**config.mk**
```make
export PLATFORM = sky130hd
export DESIGN_NAME = accept_filter
export DESIGN_NICKNAME = d
export VERILOG_FILES = /design/src/rtl/accept_filter_pkg.sv /design/src/rtl/filter_byte_store.sv /design/src/rtl/accept_filter.sv
export VERILOG_INCLUDE_DIRS = /design/src /design/src/rtl
export SDC_FILE = /design/constraint.sdc
export NUM_CORES = 1
export LEC_CHECK = 0
export BUFFER_PORTS_ARGS = -buffer_cell sky130_fd_sc_hd__clkbuf_2
export CAP_MARGIN = 30
export CORE_ASPECT_RATIO = 1.75
export CORE_MARGIN = 2
export CORE_UTILIZATION = 35
export DETAILED_ROUTE_END_ITERATION = 10
export GPL_ROUTABILITY_DRIVEN = 1
export SLEW_MARGIN = 20
export SYNTH_ARGS = -nofsm -noshare
export SYNTH_HDL_FRONTEND = slang
export SYNTH_SLANG_ARGS = --single-unit
```
**constraint.sdc**
```tcl
create_clock -name clock_in -period 2.42 [get_ports clock_in]
set_input_delay 0.605 -clock clock_in [delete_from_list [all_inputs] [get_ports clock_in]]
set_output_delay 0.605 -clock clock_in [all_outputs]
set_load 0.02 [all_outputs]
```
**src/rtl/accept_filter_cfg.svh**
```systemverilog
// register indices, field positions and reset values of the acceptance filter
// assumes: word-aligned APB, byte address = index * 4
`ifndef ACCEPT_FILTER_CFG_SVH
`define ACCEPT_FILTER_CFG_SVH

// ==========================================
// register indices
`define IDX_ACC_CTRL  6'h0B
`define IDX_RSV_A     6'h0C
`define IDX_RSV_B     6'h0D
`define IDX_RX_ERR    6'h0E
`define IDX_TX_ERR    6'h0F
`define IDX_CODE_BASE 6'h10
`define IDX_MASK_BASE 6'h18
`define IDX_IRQ_STAT  6'h20
`define IDX_IRQ_MASK  6'h21

// ==========================================
// fields
`define MODE_LSB      4
`define HIT_LSB       0
`define STAT_ACCEPT   0
`define STAT_DROP     1

// ==========================================
// reset values
`define MODE_RST      2'h0
`define HIT_RST       3'h0
`define IRQ_MASK_RST  2'h0
`define FILT_BYTE_RST 8'h00
`define RSV_READ      32'h0000_0000
`define CNT_RST       8'h00

`endif

```
**src/rtl/accept_filter_pkg.sv**
```systemverilog
// types of the acceptance filter; the byte store uses none of them
// assumes: nothing beyond the cfg header for numbers
package accept_filter_pkg;

   typedef enum logic [1:0] {
      MODE_32     = 2'b00,
      MODE_16     = 2'b01,
      MODE_8      = 2'b10,
      MODE_CLOSED = 2'b11
   } accept_mode_t;

   typedef enum logic [1:0] {
      BUS_IDLE   = 2'b00,
      BUS_FETCH  = 2'b01,
      BUS_ANSWER = 2'b10
   } bus_state_t;

endpackage : accept_filter_pkg

```
**src/rtl/filter_byte_store.sv**
```systemverilog
// sixteen code and mask bytes of the acceptance filter
// assumes: one write port from the bus, registered read port, all bytes visible
`timescale 1ns/100ps
`include "accept_filter_cfg.svh"

module filter_byte_store (
   input  wire logic         clock_in,
   input  wire logic         rst_in,
   input  wire logic         wr_en_in,
   input  wire logic [3:0]   wr_addr_in,
   input  wire logic [7:0]   wr_data_in,
   input  wire logic [3:0]   rd_addr_in,
   output logic      [7:0]   rd_data_out,
   output logic      [127:0] all_bytes_out
);

   logic [7:0] mem_q [16];

   always_ff @(posedge clock_in) begin
      rd_data_out <= mem_q[rd_addr_in];
   end

   genvar g;
   generate
      for (g = 0; g < 16; g++) begin : g_byte
         always_ff @(posedge clock_in) begin
            if (rst_in) begin
               mem_q[g] <= `FILT_BYTE_RST;
            end else if (wr_en_in && wr_addr_in == 4'(g)) begin
               mem_q[g] <= wr_data_in;
            end
         end
         assign all_bytes_out[8*g +: 8] = mem_q[g];
      end
   endgenerate

endmodule : filter_byte_store

```
**src/rtl/accept_filter.sv**
```systemverilog
// identifier acceptance filter with error counter readout, APB slave
// assumes: frame inputs and mode handshakes come from logic on clock_in
`timescale 1ns/100ps
`include "accept_filter_cfg.svh"

// Function
// - mode code picks 32, 16, 8-bit or closed
// - closed mode never reloads foreground buffer
// - hit index is binary filter number
// - hit index follows foreground buffer frame
// - mode writable only in init mode
// - reserved test registers read zero
// - receive error count readable, read-only
// - transmit error count readable, writes ignored
// - frames land in background; accepted ones signalled
// - rejected frame overwritten, drop status flag set, no accept pulse
// - compare every identifier bit individually; code compares all 32 bits only for extended frames in 32-bit mode
// - in 32-bit mode extended uses four bytes, standard two; 16-bit mode uses two and 8-bit mode one for both
// - code byte compared, then qualified by mask
// - mask zero must match, one ignores
module accept_filter (
   input  wire logic        clock_in,
   input  wire logic        rst_in,
   input  wire logic [7:0]  paddr_in,
   input  wire logic        psel_in,
   input  wire logic        penable_in,
   input  wire logic        pwrite_in,
   input  wire logic [31:0] pwdata_in,
   output logic      [31:0] prdata_out,
   output logic             pready_out,
   output logic             pslverr_out,
   input  wire logic        frame_valid_in,
   input  wire logic [31:0] frame_ident_in,
   input  wire logic        frame_extended_in,
   input  wire logic [7:0]  rx_err_count_in,
   input  wire logic [7:0]  tx_err_count_in,
   input  wire logic        init_request_in,
   input  wire logic        init_acknowledge_in,
   input  wire logic        sleep_request_in,
   input  wire logic        sleep_acknowledge_in,
   output logic             rx_accept_out,
   output logic [31:0]      rx_foreground_ident_out,
   output logic             rx_foreground_ext_out,
   output logic [2:0]       filter_hit_index_out,
   output logic             irq_out
);

   // ==========================================
   // functions
   function automatic logic byte_match(input logic [7:0] id, input logic [7:0] code,
                                       input logic [7:0] mask);
      byte_match = &(~(id ^ code) | mask);
   endfunction : byte_match

   function automatic logic [2:0] lowest_set(input logic [7:0] v);
      lowest_set = 3'h0;
      for (int i = 7; i >= 0; i--) begin
         if (v[i]) begin
            lowest_set = 3'(i);
         end
      end
   endfunction : lowest_set

   // ==========================================
   // state
   accept_filter_pkg::bus_state_t   bus_q;
   accept_filter_pkg::accept_mode_t mode_q;
   logic [31:0] bg_ident_q;
   logic        bg_ext_q;
   logic        eval_q;
   logic [1:0]  stat_q;
   logic [1:0]  stat_d;
   logic [1:0]  irq_mask_q;
   logic [7:0]  mem_rdata;
   logic [127:0] filt_bytes;
   logic [7:0]  rx_err_hold_q;
   logic [7:0]  tx_err_hold_q;

   // ==========================================
   // bus decode
   wire [5:0] idx        = paddr_in[7:2];
   wire       in_filt    = idx[5:4] == 2'b01;
   wire       init_mode  = init_request_in && init_acknowledge_in;
   wire       sleep_mode = sleep_request_in && sleep_acknowledge_in;
   wire       done       = bus_q == accept_filter_pkg::BUS_ANSWER && psel_in && penable_in;
   wire       wr_done    = done && pwrite_in;
   wire       rd_done    = done && !pwrite_in;
   wire       mapped     = in_filt || (idx >= `IDX_ACC_CTRL && idx <= `IDX_TX_ERR)
                           || idx == `IDX_IRQ_STAT || idx == `IDX_IRQ_MASK;
   wire       wr_mode    = wr_done && idx == `IDX_ACC_CTRL && init_mode;
   wire       clr_stat   = rd_done && idx == `IDX_IRQ_STAT;
   wire       count_mode = sleep_mode || init_mode;

   // counters move while the bus runs; software sees a copy taken in sleep or init
   // mode, so a read in any other mode returns the last such copy, not the live count
   wire [7:0] acc_ctrl_rd = {2'b00, mode_q, 1'b0, filter_hit_index_out};
   logic [31:0] rd_mux;
   always_comb begin
      rd_mux = `RSV_READ;
      if (in_filt) begin
         rd_mux = {24'h000000, mem_rdata};
      end else if (idx == `IDX_ACC_CTRL) begin
         rd_mux = {24'h000000, acc_ctrl_rd};
      end else if (idx == `IDX_RX_ERR) begin
         rd_mux = {24'h000000, rx_err_hold_q};
      end else if (idx == `IDX_TX_ERR) begin
         rd_mux = {24'h000000, tx_err_hold_q};
      end else if (idx == `IDX_IRQ_STAT) begin
         rd_mux = {30'h0, stat_q};
      end else if (idx == `IDX_IRQ_MASK) begin
         rd_mux = {30'h0, irq_mask_q};
      end
   end

   // ==========================================
   // error counter copies
   always_ff @(posedge clock_in) begin
      if (rst_in) begin
         rx_err_hold_q <= `CNT_RST;
         tx_err_hold_q <= `CNT_RST;
      end else if (count_mode) begin
         rx_err_hold_q <= rx_err_count_in;
         tx_err_hold_q <= tx_err_count_in;
      end
   end

   // ==========================================
   // APB handshake: one wait cycle, then pready for one cycle
   always_ff @(posedge clock_in) begin
      if (rst_in) begin
         bus_q       <= accept_filter_pkg::BUS_IDLE;
         pready_out  <= 1'b0;
         prdata_out  <= 32'h0000_0000;
         pslverr_out <= 1'b0;
      end else begin
         unique case (bus_q)
            accept_filter_pkg::BUS_IDLE: begin
               pready_out <= 1'b0;
               if (psel_in && !penable_in) begin
                  bus_q <= accept_filter_pkg::BUS_FETCH;
               end
            end
            accept_filter_pkg::BUS_FETCH: begin
               bus_q       <= accept_filter_pkg::BUS_ANSWER;
               pready_out  <= 1'b1;
               prdata_out  <= pwrite_in ? 32'h0000_0000 : rd_mux;
               pslverr_out <= !mapped;
            end
            accept_filter_pkg::BUS_ANSWER: begin
               bus_q       <= accept_filter_pkg::BUS_IDLE;
               pready_out  <= 1'b0;
               pslverr_out <= 1'b0;
            end
            default: begin
               bus_q      <= accept_filter_pkg::BUS_IDLE;
               pready_out <= 1'b0;
            end
         endcase
      end
   end

   // ==========================================
   // code and mask bytes
   filter_byte_store u_store (
      .clock_in      (clock_in),
      .rst_in        (rst_in),
      .wr_en_in      (wr_done && in_filt),
      .wr_addr_in    (idx[3:0]),
      .wr_data_in    (pwdata_in[7:0]),
      .rd_addr_in    (idx[3:0]),
      .rd_data_out   (mem_rdata),
      .all_bytes_out (filt_bytes)
   );

   // ==========================================
   // match network
   logic [7:0] code_b [8];
   logic [7:0] mask_b [8];
   logic [7:0] id_b   [4];
   logic [3:0] ok [8]; // ok[k][j]: code byte k against identifier byte j
   genvar k, j;
   generate
      for (k = 0; k < 8; k++) begin : g_code
         assign code_b[k] = filt_bytes[8*k +: 8];
         assign mask_b[k] = filt_bytes[8*(k+8) +: 8];
         for (j = 0; j < 4; j++) begin : g_id
            assign ok[k][j] = byte_match(id_b[j], code_b[k], mask_b[k]);
         end
      end
      for (j = 0; j < 4; j++) begin : g_idb
         assign id_b[j] = bg_ident_q[31-8*j -: 8];
      end
   endgenerate

   // standard frames leave the last two byte pairs out of a 32-bit filter
   wire [1:0] hit32;
   assign hit32[0] = ok[0][0] && ok[1][1] && (!bg_ext_q || (ok[2][2] && ok[3][3]));
   assign hit32[1] = ok[4][0] && ok[5][1] && (!bg_ext_q || (ok[6][2] && ok[7][3]));
   wire [3:0] hit16;
   generate
      for (k = 0; k < 4; k++) begin : g_h16
         assign hit16[k] = ok[2*k][0] && ok[2*k+1][1];
      end
   endgenerate
   wire [7:0] hit8 = {ok[7][0], ok[6][0], ok[5][0], ok[4][0],
                      ok[3][0], ok[2][0], ok[1][0], ok[0][0]};

   logic [7:0] hits;
   always_comb begin
      unique case (mode_q)
         accept_filter_pkg::MODE_32:     hits = {6'h00, hit32};
         accept_filter_pkg::MODE_16:     hits = {4'h0, hit16};
         accept_filter_pkg::MODE_8:      hits = hit8;
         accept_filter_pkg::MODE_CLOSED: hits = 8'h00;
      endcase
   end
   wire       accept_w = eval_q && |hits;
   wire [2:0] hit_w    = lowest_set(hits);
   wire       drop_w   = eval_q && !(|hits);

   // ==========================================
   // receive path: background then foreground
   always_ff @(posedge clock_in) begin
      if (rst_in) begin
         bg_ident_q <= 32'h0000_0000;
         bg_ext_q   <= 1'b0;
         eval_q     <= 1'b0;
      end else begin
         eval_q <= frame_valid_in;
         if (frame_valid_in) begin
            bg_ident_q <= frame_ident_in;
            bg_ext_q   <= frame_extended_in;
         end
      end
   end

   always_ff @(posedge clock_in) begin
      if (rst_in) begin
         rx_foreground_ident_out <= 32'h0000_0000;
         rx_foreground_ext_out   <= 1'b0;
         filter_hit_index_out    <= `HIT_RST;
         rx_accept_out           <= 1'b0;
      end else begin
         rx_accept_out <= accept_w;
         if (accept_w) begin
            rx_foreground_ident_out <= bg_ident_q;
            rx_foreground_ext_out   <= bg_ext_q;
            filter_hit_index_out    <= hit_w;
         end
      end
   end

   always_ff @(posedge clock_in) begin
      if (rst_in) begin
         mode_q <= accept_filter_pkg::accept_mode_t'(`MODE_RST);
      end else if (wr_mode) begin
         mode_q <= accept_filter_pkg::accept_mode_t'(pwdata_in[`MODE_LSB +: 2]);
      end
   end

   // ==========================================
   // interrupts: read of status clears it, a new event wins
   // only the bits the read reported are cleared; a flag raised while the read was
   // in flight would otherwise be lost
   wire [1:0] stat_clr   = clr_stat ? prdata_out[1:0] : 2'h0;
   wire [1:0] irq_mask_d = (wr_done && idx == `IDX_IRQ_MASK) ? pwdata_in[1:0] : irq_mask_q;
   assign stat_d = (stat_q & ~stat_clr) | {drop_w, accept_w};
   always_ff @(posedge clock_in) begin
      if (rst_in) begin
         stat_q     <= 2'h0;
         irq_mask_q <= `IRQ_MASK_RST;
         irq_out    <= 1'b0;
      end else begin
         stat_q     <= stat_d;
         irq_mask_q <= irq_mask_d;
         irq_out    <= |(stat_d & irq_mask_d);
      end
   end

   // ==========================================
   // checks
   property p_closed;
      @(posedge clock_in) disable iff (rst_in)
      eval_q && mode_q == accept_filter_pkg::MODE_CLOSED
      |=> !rx_accept_out && $stable(rx_foreground_ident_out);
   endproperty
   a_closed: assert property (p_closed) else $error("closed filter accepted");

   property p_fg_hit;
      @(posedge clock_in) disable iff (rst_in)
      accept_w |=> rx_foreground_ident_out == $past(bg_ident_q)
                   && filter_hit_index_out == $past(hit_w);
   endproperty
   a_fg_hit: assert property (p_fg_hit) else $error("hit index not tied to frame");

   property p_mode_lock;
      @(posedge clock_in) disable iff (rst_in)
      wr_done && idx == `IDX_ACC_CTRL && !init_mode |=> $stable(mode_q);
   endproperty
   a_mode_lock: assert property (p_mode_lock) else $error("mode written outside init");

   property p_rsv_zero;
      @(posedge clock_in) disable iff (rst_in)
      bus_q == accept_filter_pkg::BUS_FETCH && (idx == `IDX_RSV_A || idx == `IDX_RSV_B)
      |=> prdata_out == 32'h0000_0000 && pready_out;
   endproperty
   a_rsv_zero: assert property (p_rsv_zero) else $error("reserved read not zero");

   property p_rx_err;
      @(posedge clock_in) disable iff (rst_in)
      bus_q == accept_filter_pkg::BUS_FETCH && !pwrite_in && idx == `IDX_RX_ERR
      && $past(count_mode)
      |=> prdata_out == {24'h000000, $past(rx_err_count_in, 2)};
   endproperty
   a_rx_err: assert property (p_rx_err) else $error("rx error count readout wrong");

   property p_tx_err;
      @(posedge clock_in) disable iff (rst_in)
      bus_q == accept_filter_pkg::BUS_FETCH && !pwrite_in && idx == `IDX_TX_ERR
      && $past(count_mode)
      |=> prdata_out == {24'h000000, $past(tx_err_count_in, 2)} ##1 !pready_out;
   endproperty
   a_tx_err: assert property (p_tx_err) else $error("tx error count readout wrong");

   property p_signal;
      @(posedge clock_in) disable iff (rst_in)
      rx_accept_out |-> $past(eval_q) && stat_q[`STAT_ACCEPT];
   endproperty
   a_signal: assert property (p_signal) else $error("accept without frame");

   property p_drop;
      @(posedge clock_in) disable iff (rst_in)
      drop_w |=> !rx_accept_out && stat_q[`STAT_DROP] && $stable(filter_hit_index_out);
   endproperty
   a_drop: assert property (p_drop) else $error("rejected frame was signalled");

   property p_byte8;
      @(posedge clock_in) disable iff (rst_in)
      eval_q && mode_q == accept_filter_pkg::MODE_8
      && ((id_b[0] ^ code_b[0]) & ~mask_b[0]) == 8'h00
      |=> rx_accept_out && filter_hit_index_out == 3'h0;
   endproperty
   a_byte8: assert property (p_byte8) else $error("8-bit filter 0 missed");

   property p_std32;
      @(posedge clock_in) disable iff (rst_in)
      eval_q && mode_q == accept_filter_pkg::MODE_32 && !bg_ext_q
      && ((id_b[0] ^ code_b[0]) & ~mask_b[0]) == 8'h00
      && ((id_b[1] ^ code_b[1]) & ~mask_b[1]) == 8'h00
      |=> rx_accept_out;
   endproperty
   a_std32: assert property (p_std32) else $error("standard frame missed");

endmodule : accept_filter

```
==> results.txt <==
----------------------------------------------------
[Logic synthesis]
  Mux contribution to synthesized area ... 13.4%
  Synthesized flop and latch total ... 242
  Yosys cell types ... 55
  Post-synth ARST share ... 0%
  Prevailing post-synth register cell ... sky130_fd_sc_hd__edfxtp_1
  Synthesized area per cell ... 11.4 um^2
  Adder and majority gate portion of the synthesized area ... less than 1%
  Synth warnings ... 0
  Share of the yosys chip area belonging to registers ... between 40% and 50%
  EDFF count, synth ... approximately 130
  Area fraction in compound gates after synthesis ... 8.34%
  Mapped Cells ... 1,085
  Cell Area, Synth ... between 10,000 and 15,000 um^2
  Fraction of synthesized cell area in xor and xnor cells ... 9.18%
  Dominant combinational cell family by area after synthesis ... simple AND/OR/NAND/NOR gates
  Post-synthesis share of cell area spent on and, or, nand and nor gates ... 14.3%

[Global routing]
  GRT Resource Usage Total ... between 20% and 30%
  Total overflow reported by the global router ... 0
  Antenna violations before repair ... 3
  Pin count of the biggest net entering global routing ... 73
  Number of global-route vias before repair ... 10,141
  Wire length of the first global-routing pass ... 63.8 mm

[Finish]
  Sequential cell area ... slightly above 6000 um^2
  Total Nets Final ... between 1,500 and 2,000
  Area growth, synth to finish ... 36.7%
  Number of inserted filler cells in the final layout ... 3,233
  # diodes ... 0
  Fraction of layout instances using a drive strength above 1 ... a little under two fifths
  Fin cells ... 1,924
  Multi-input gate area in the final layout ... a little over 6000 um^2

[Clock tree]
  Clock tree sinks ... 242
  Clk Tree Root Cell ... sky130_fd_sc_hd__clkbuf_16
  Total number of H-tree levels ... 1
  Maximum count of clock buffers along a single path ... 3
  Post-CTS Hold Fix Bufs ... 0
  Worst-path clk slew ... 0.07 ns
  Clock tree from TritonCTS ... yes
  Skew-Pair Late Insertion Delay ... 0.55 ns
  CTS buffer count ... 23

[Timing]
  Pin slew with the least headroom to its limit ... a little over 0.6 ns
  Worst hold margin ... 0.276 ns
  Final count of hold timing violations ... 0
  Slew Viols, Final ... 0
  RSZ-0062 raised after global routing ... true
  Max Clock Freq ... 370 MHz
  Worst clock skew ... just over 0.007 ns
  Remaining max-slew budget at the tightest pin ... 58.4%
  Slack of the critical path ... -0.282 ns
  Tcrit/Tclk final ... 112%
  Setup violations, final ... 38
  Crit path time final ... 2.70 ns

[Setup path]
  Crit path capture type ... flop
  Worst EP required ... about 2.9 ns
  Largest fanout of any net on the critical path ... 5
  Critical Path Source ... u_store.mem_q[2][0]
  Critical register-to-register path endpoint ... rx_foreground_ident_out[9]
  Start-to-end type of the worst setup path ... reg -> reg
  Startpoint of the worst register-to-register path ... u_store.mem_q[2][0]
  Worst Setup Start Kind ... flop
  WP data arrival ... about 3.1 ns
  Cell depth of the worst flop-to-flop path ... 14
  Timing endpoint of the critical path ... rx_foreground_ident_out[9]
  Reg-to-reg slack, setup ... -0.28 ns

[Pwr]
  Internal cell power ... 7.47 mW
  Maximum VDD drop ... 0.401 mV
  Sw Ratio ... 26.1%
  Reported leakage power ... 7.17 nW
  Part of the total power dissipated in the clock network ... 39.3%
  Portion of total power attributed to sequential cells ... 46.0%
  Comb pwr share ... around 15%
  Total power per unit cell area ... about 600 nW/um^2
  Switching power summed over all nets ... between 2 and 3 mW

[Flow run]
  Number of violations of the max-capacitance limit ... 0

[Floorplan]
  Core region area ... about 35,000 um^2
  Height of the chip ... 253 um
  Num ports ... 171
  Starting density of the core ... 35.3%
  Die ar. ... 36,900 um^2
  Std cell rows ... 91
  Die Span X ... 146 um

[Placement]
  Placed Cells incl. Taps ... 1,865
  Number of I/O port buffers ... 120
  Routability Congestion ... 0.994
  Detailed Place HPWL ... between 30 and 40 mm

[Route]
  First DRT Iteration DRCs ... 684
  Post-detailed-route count of antenna-violating nets ... 0
  Drt total wl ... 44.4 mm
  Pre-antenna DRT Iters ... 4
  # DRC ... 0
  Routed via count ... 9,900
  Routed wire length per instance ... approximately 23 um
  Vias per inst ... 5.15

[Hold path]
  Launch point of the worst hold path ... tx_err_count_in[1]
  Worst Hold Class ... in -> reg

[Status]
  Result of the run ... finished with violations
  Violations in the final reports ... negative setup slack

----------------------------------------------------
==> final cells by class <==
class                   instances  share of cell area (%)
well taps                     465                    3.44
multi-input cells             769                    35.7
inverters                      10                   0.222
clock buffers                  34                    4.58
repair buffers                396                    19.2
clock inverters                 8                   0.466
flip-flops and latches        242                    36.4
==> cells in the mapped netlist (6+ instances only) <==
library cell,instances,area share (%)
sky130_fd_sc_hd__nor2_1,113,3.4
sky130_fd_sc_hd__a21oi_1,33,1.3
sky130_fd_sc_hd__clkbuf_1,36,1.1
sky130_fd_sc_hd__xnor2_1,126,8.9
sky130_fd_sc_hd__and2_1,131,6.6
sky130_fd_sc_hd__inv_1,10,0.30
sky130_fd_sc_hd__a21o_1,13,0.79
sky130_fd_sc_hd__a22oi_1,7,0.42
sky130_fd_sc_hd__mux4_2,40,7.3
sky130_fd_sc_hd__o22a_1,6,0.42
sky130_fd_sc_hd__buf_4,33,2.0
sky130_fd_sc_hd__nor3_1,17,0.69
sky130_fd_sc_hd__o21ai_0,10,0.40
sky130_fd_sc_hd__nand3_1,6,0.24
sky130_fd_sc_hd__dfxtp_1,114,18
sky130_fd_sc_hd__nand2_1,49,1.5
sky130_fd_sc_hd__o22ai_1,48,2.4
sky130_fd_sc_hd__edfxtp_1,128,31
sky130_fd_sc_hd__nor4_1,8,0.40
sky130_fd_sc_hd__buf_6,8,0.73
sky130_fd_sc_hd__mux2i_1,72,5.8
==> power groups by stage <==
stage	Clock [mW]	Sequential [mW]	Combinational (mW)
final	3.98	4.65	1.48
after detailed placement	0	4.72	1.42
after CTS	4.04	4.64	1.46
after global routing	4.19	4.66	1.57
after floorplan	0	4.66	0.778
after global placement	0	4.72	1.41
==> cell usage in the layout, fill, tap and decap left out, drive strengths merged, types with 24 or more instances in the layout <==
| cell | Yosys | routed |
|---|---|---|
| edfxtp | 128 | 128 |
| and2 | 131 | 131 |
| buf | 51 | 275 |
| dfxtp | 114 | 114 |
| mux2i | 72 | 72 |
| nor2 | 113 | 113 |
| o22ai | 51 | 51 |
| a21oi | 33 | 33 |
| mux4 | 40 | 40 |
| xnor2 | 128 | 128 |
| nand2 | 49 | 49 |
| clkbuf | 36 | 155 |
| conb | 1 | 24 |
==> through the flow <==
| step | TNS, ns | instance area (um^2) | setup slack (ns) | power [mW] | util [%] |
|---|---|---|---|---|---|
| 6_report | -8.52 | 16900 | -0.282 | 10.1 | 48.3 |
| 5_1_grt | -12.46 | 16900 | -0.405 | 10.4 | 48.3 |
| 4_1_cts | -8.08 | 16700 | -0.274 | 10.1 | 47.7 |
| 3_5_place_dp | -12.44 | 15400 | -0.370 | 6.14 | 44.0 |
| 3_3_place_gp | -11.68 | 15400 | -0.363 | 6.12 | 44.0 |
| 2_1_floorplan | 0 | 12500 | 0.0883 | 5.44 | - |
==> routing by layer <==
| metal | track usage [%] | vias to the layer above | wire, um |
|---|---|---|---|
| met5 | 0 | - | 0 |
| met4 | 18.8 | 0 | 4120 |
| met3 | 2.51 | 173 | 1870 |
| met2 | 44.3 | 370 | 23700 |
| met1 | 23.0 | 4814 | 14700 |
| li1 | - | 4543 | - |
==> cells by family (layout without fill, tap and decap cells) <==
kind of cell,Yosys count,after routing
multiplexers,115,115
AND/OR/NAND/NOR,347,347
XOR/XNOR,128,128
other,1,24
AO/OA/AOI/OAI,151,151
adder cells (fa/ha/maj),4,4
flip-flops,242,242
buffers and inverters,97,448
==> critical path, stage by stage (launching register included) <==
cell and delay (ns):
sky130_fd_sc_hd__edfxtp_1 0.42, sky130_fd_sc_hd__buf_4 0.16, sky130_fd_sc_hd__buf_4 0.12, sky130_fd_sc_hd__xnor2_1 0.11, sky130_fd_sc_hd__o22ai_1 0.15, sky130_fd_sc_hd__nor4_1 0.09
sky130_fd_sc_hd__a21oi_2 0.24, sky130_fd_sc_hd__o21ai_4 0.11, sky130_fd_sc_hd__buf_6 0.13, sky130_fd_sc_hd__o41ai_4 0.34, sky130_fd_sc_hd__buf_6 0.17, sky130_fd_sc_hd__buf_12 0.15
sky130_fd_sc_hd__buf_16 0.14, sky130_fd_sc_hd__mux2i_1 0.19, sky130_fd_sc_hd__nor2_1 0.05
==> registers in the layout, indices dropped and copies added, names as in the netlist, 2 cells and up <==
signal / cells
bg_ident_q: 32
bus_q: 2
filter_hit_index_out: 3
irq_mask_q: 2
mode_q: 2
prdata_out: 8
rx_err_hold_q: 8
rx_foreground_ident_out: 32
stat_q: 2
tx_err_hold_q: 8
u_store.mem_q: 128
u_store.rd_data_out: 8
==> repair_timing <==
action	CTS	global route
setup buffers	12	3
resized for setup	64	27
setup endpoints to repair	39	59
gates cloned	5	2
pin swaps	6	15
==> how the worst min path moves through the flow <==
stage / endpoint / slack, ns / depth (start not counted)
final: tx_err_hold_q[1] / 0.28 / 3
after global routing: tx_err_hold_q[1] / 0.29 / 3
after CTS: tx_err_hold_q[1] / 0.26 / 3
after detailed placement: tx_err_hold_q[0] / 0.45 / 2
after global placement: rx_err_hold_q[7] / 0.44 / 2
after floorplan: tx_err_hold_q[4] / 0.43 / 2
(Power assumes the default switching activity.)
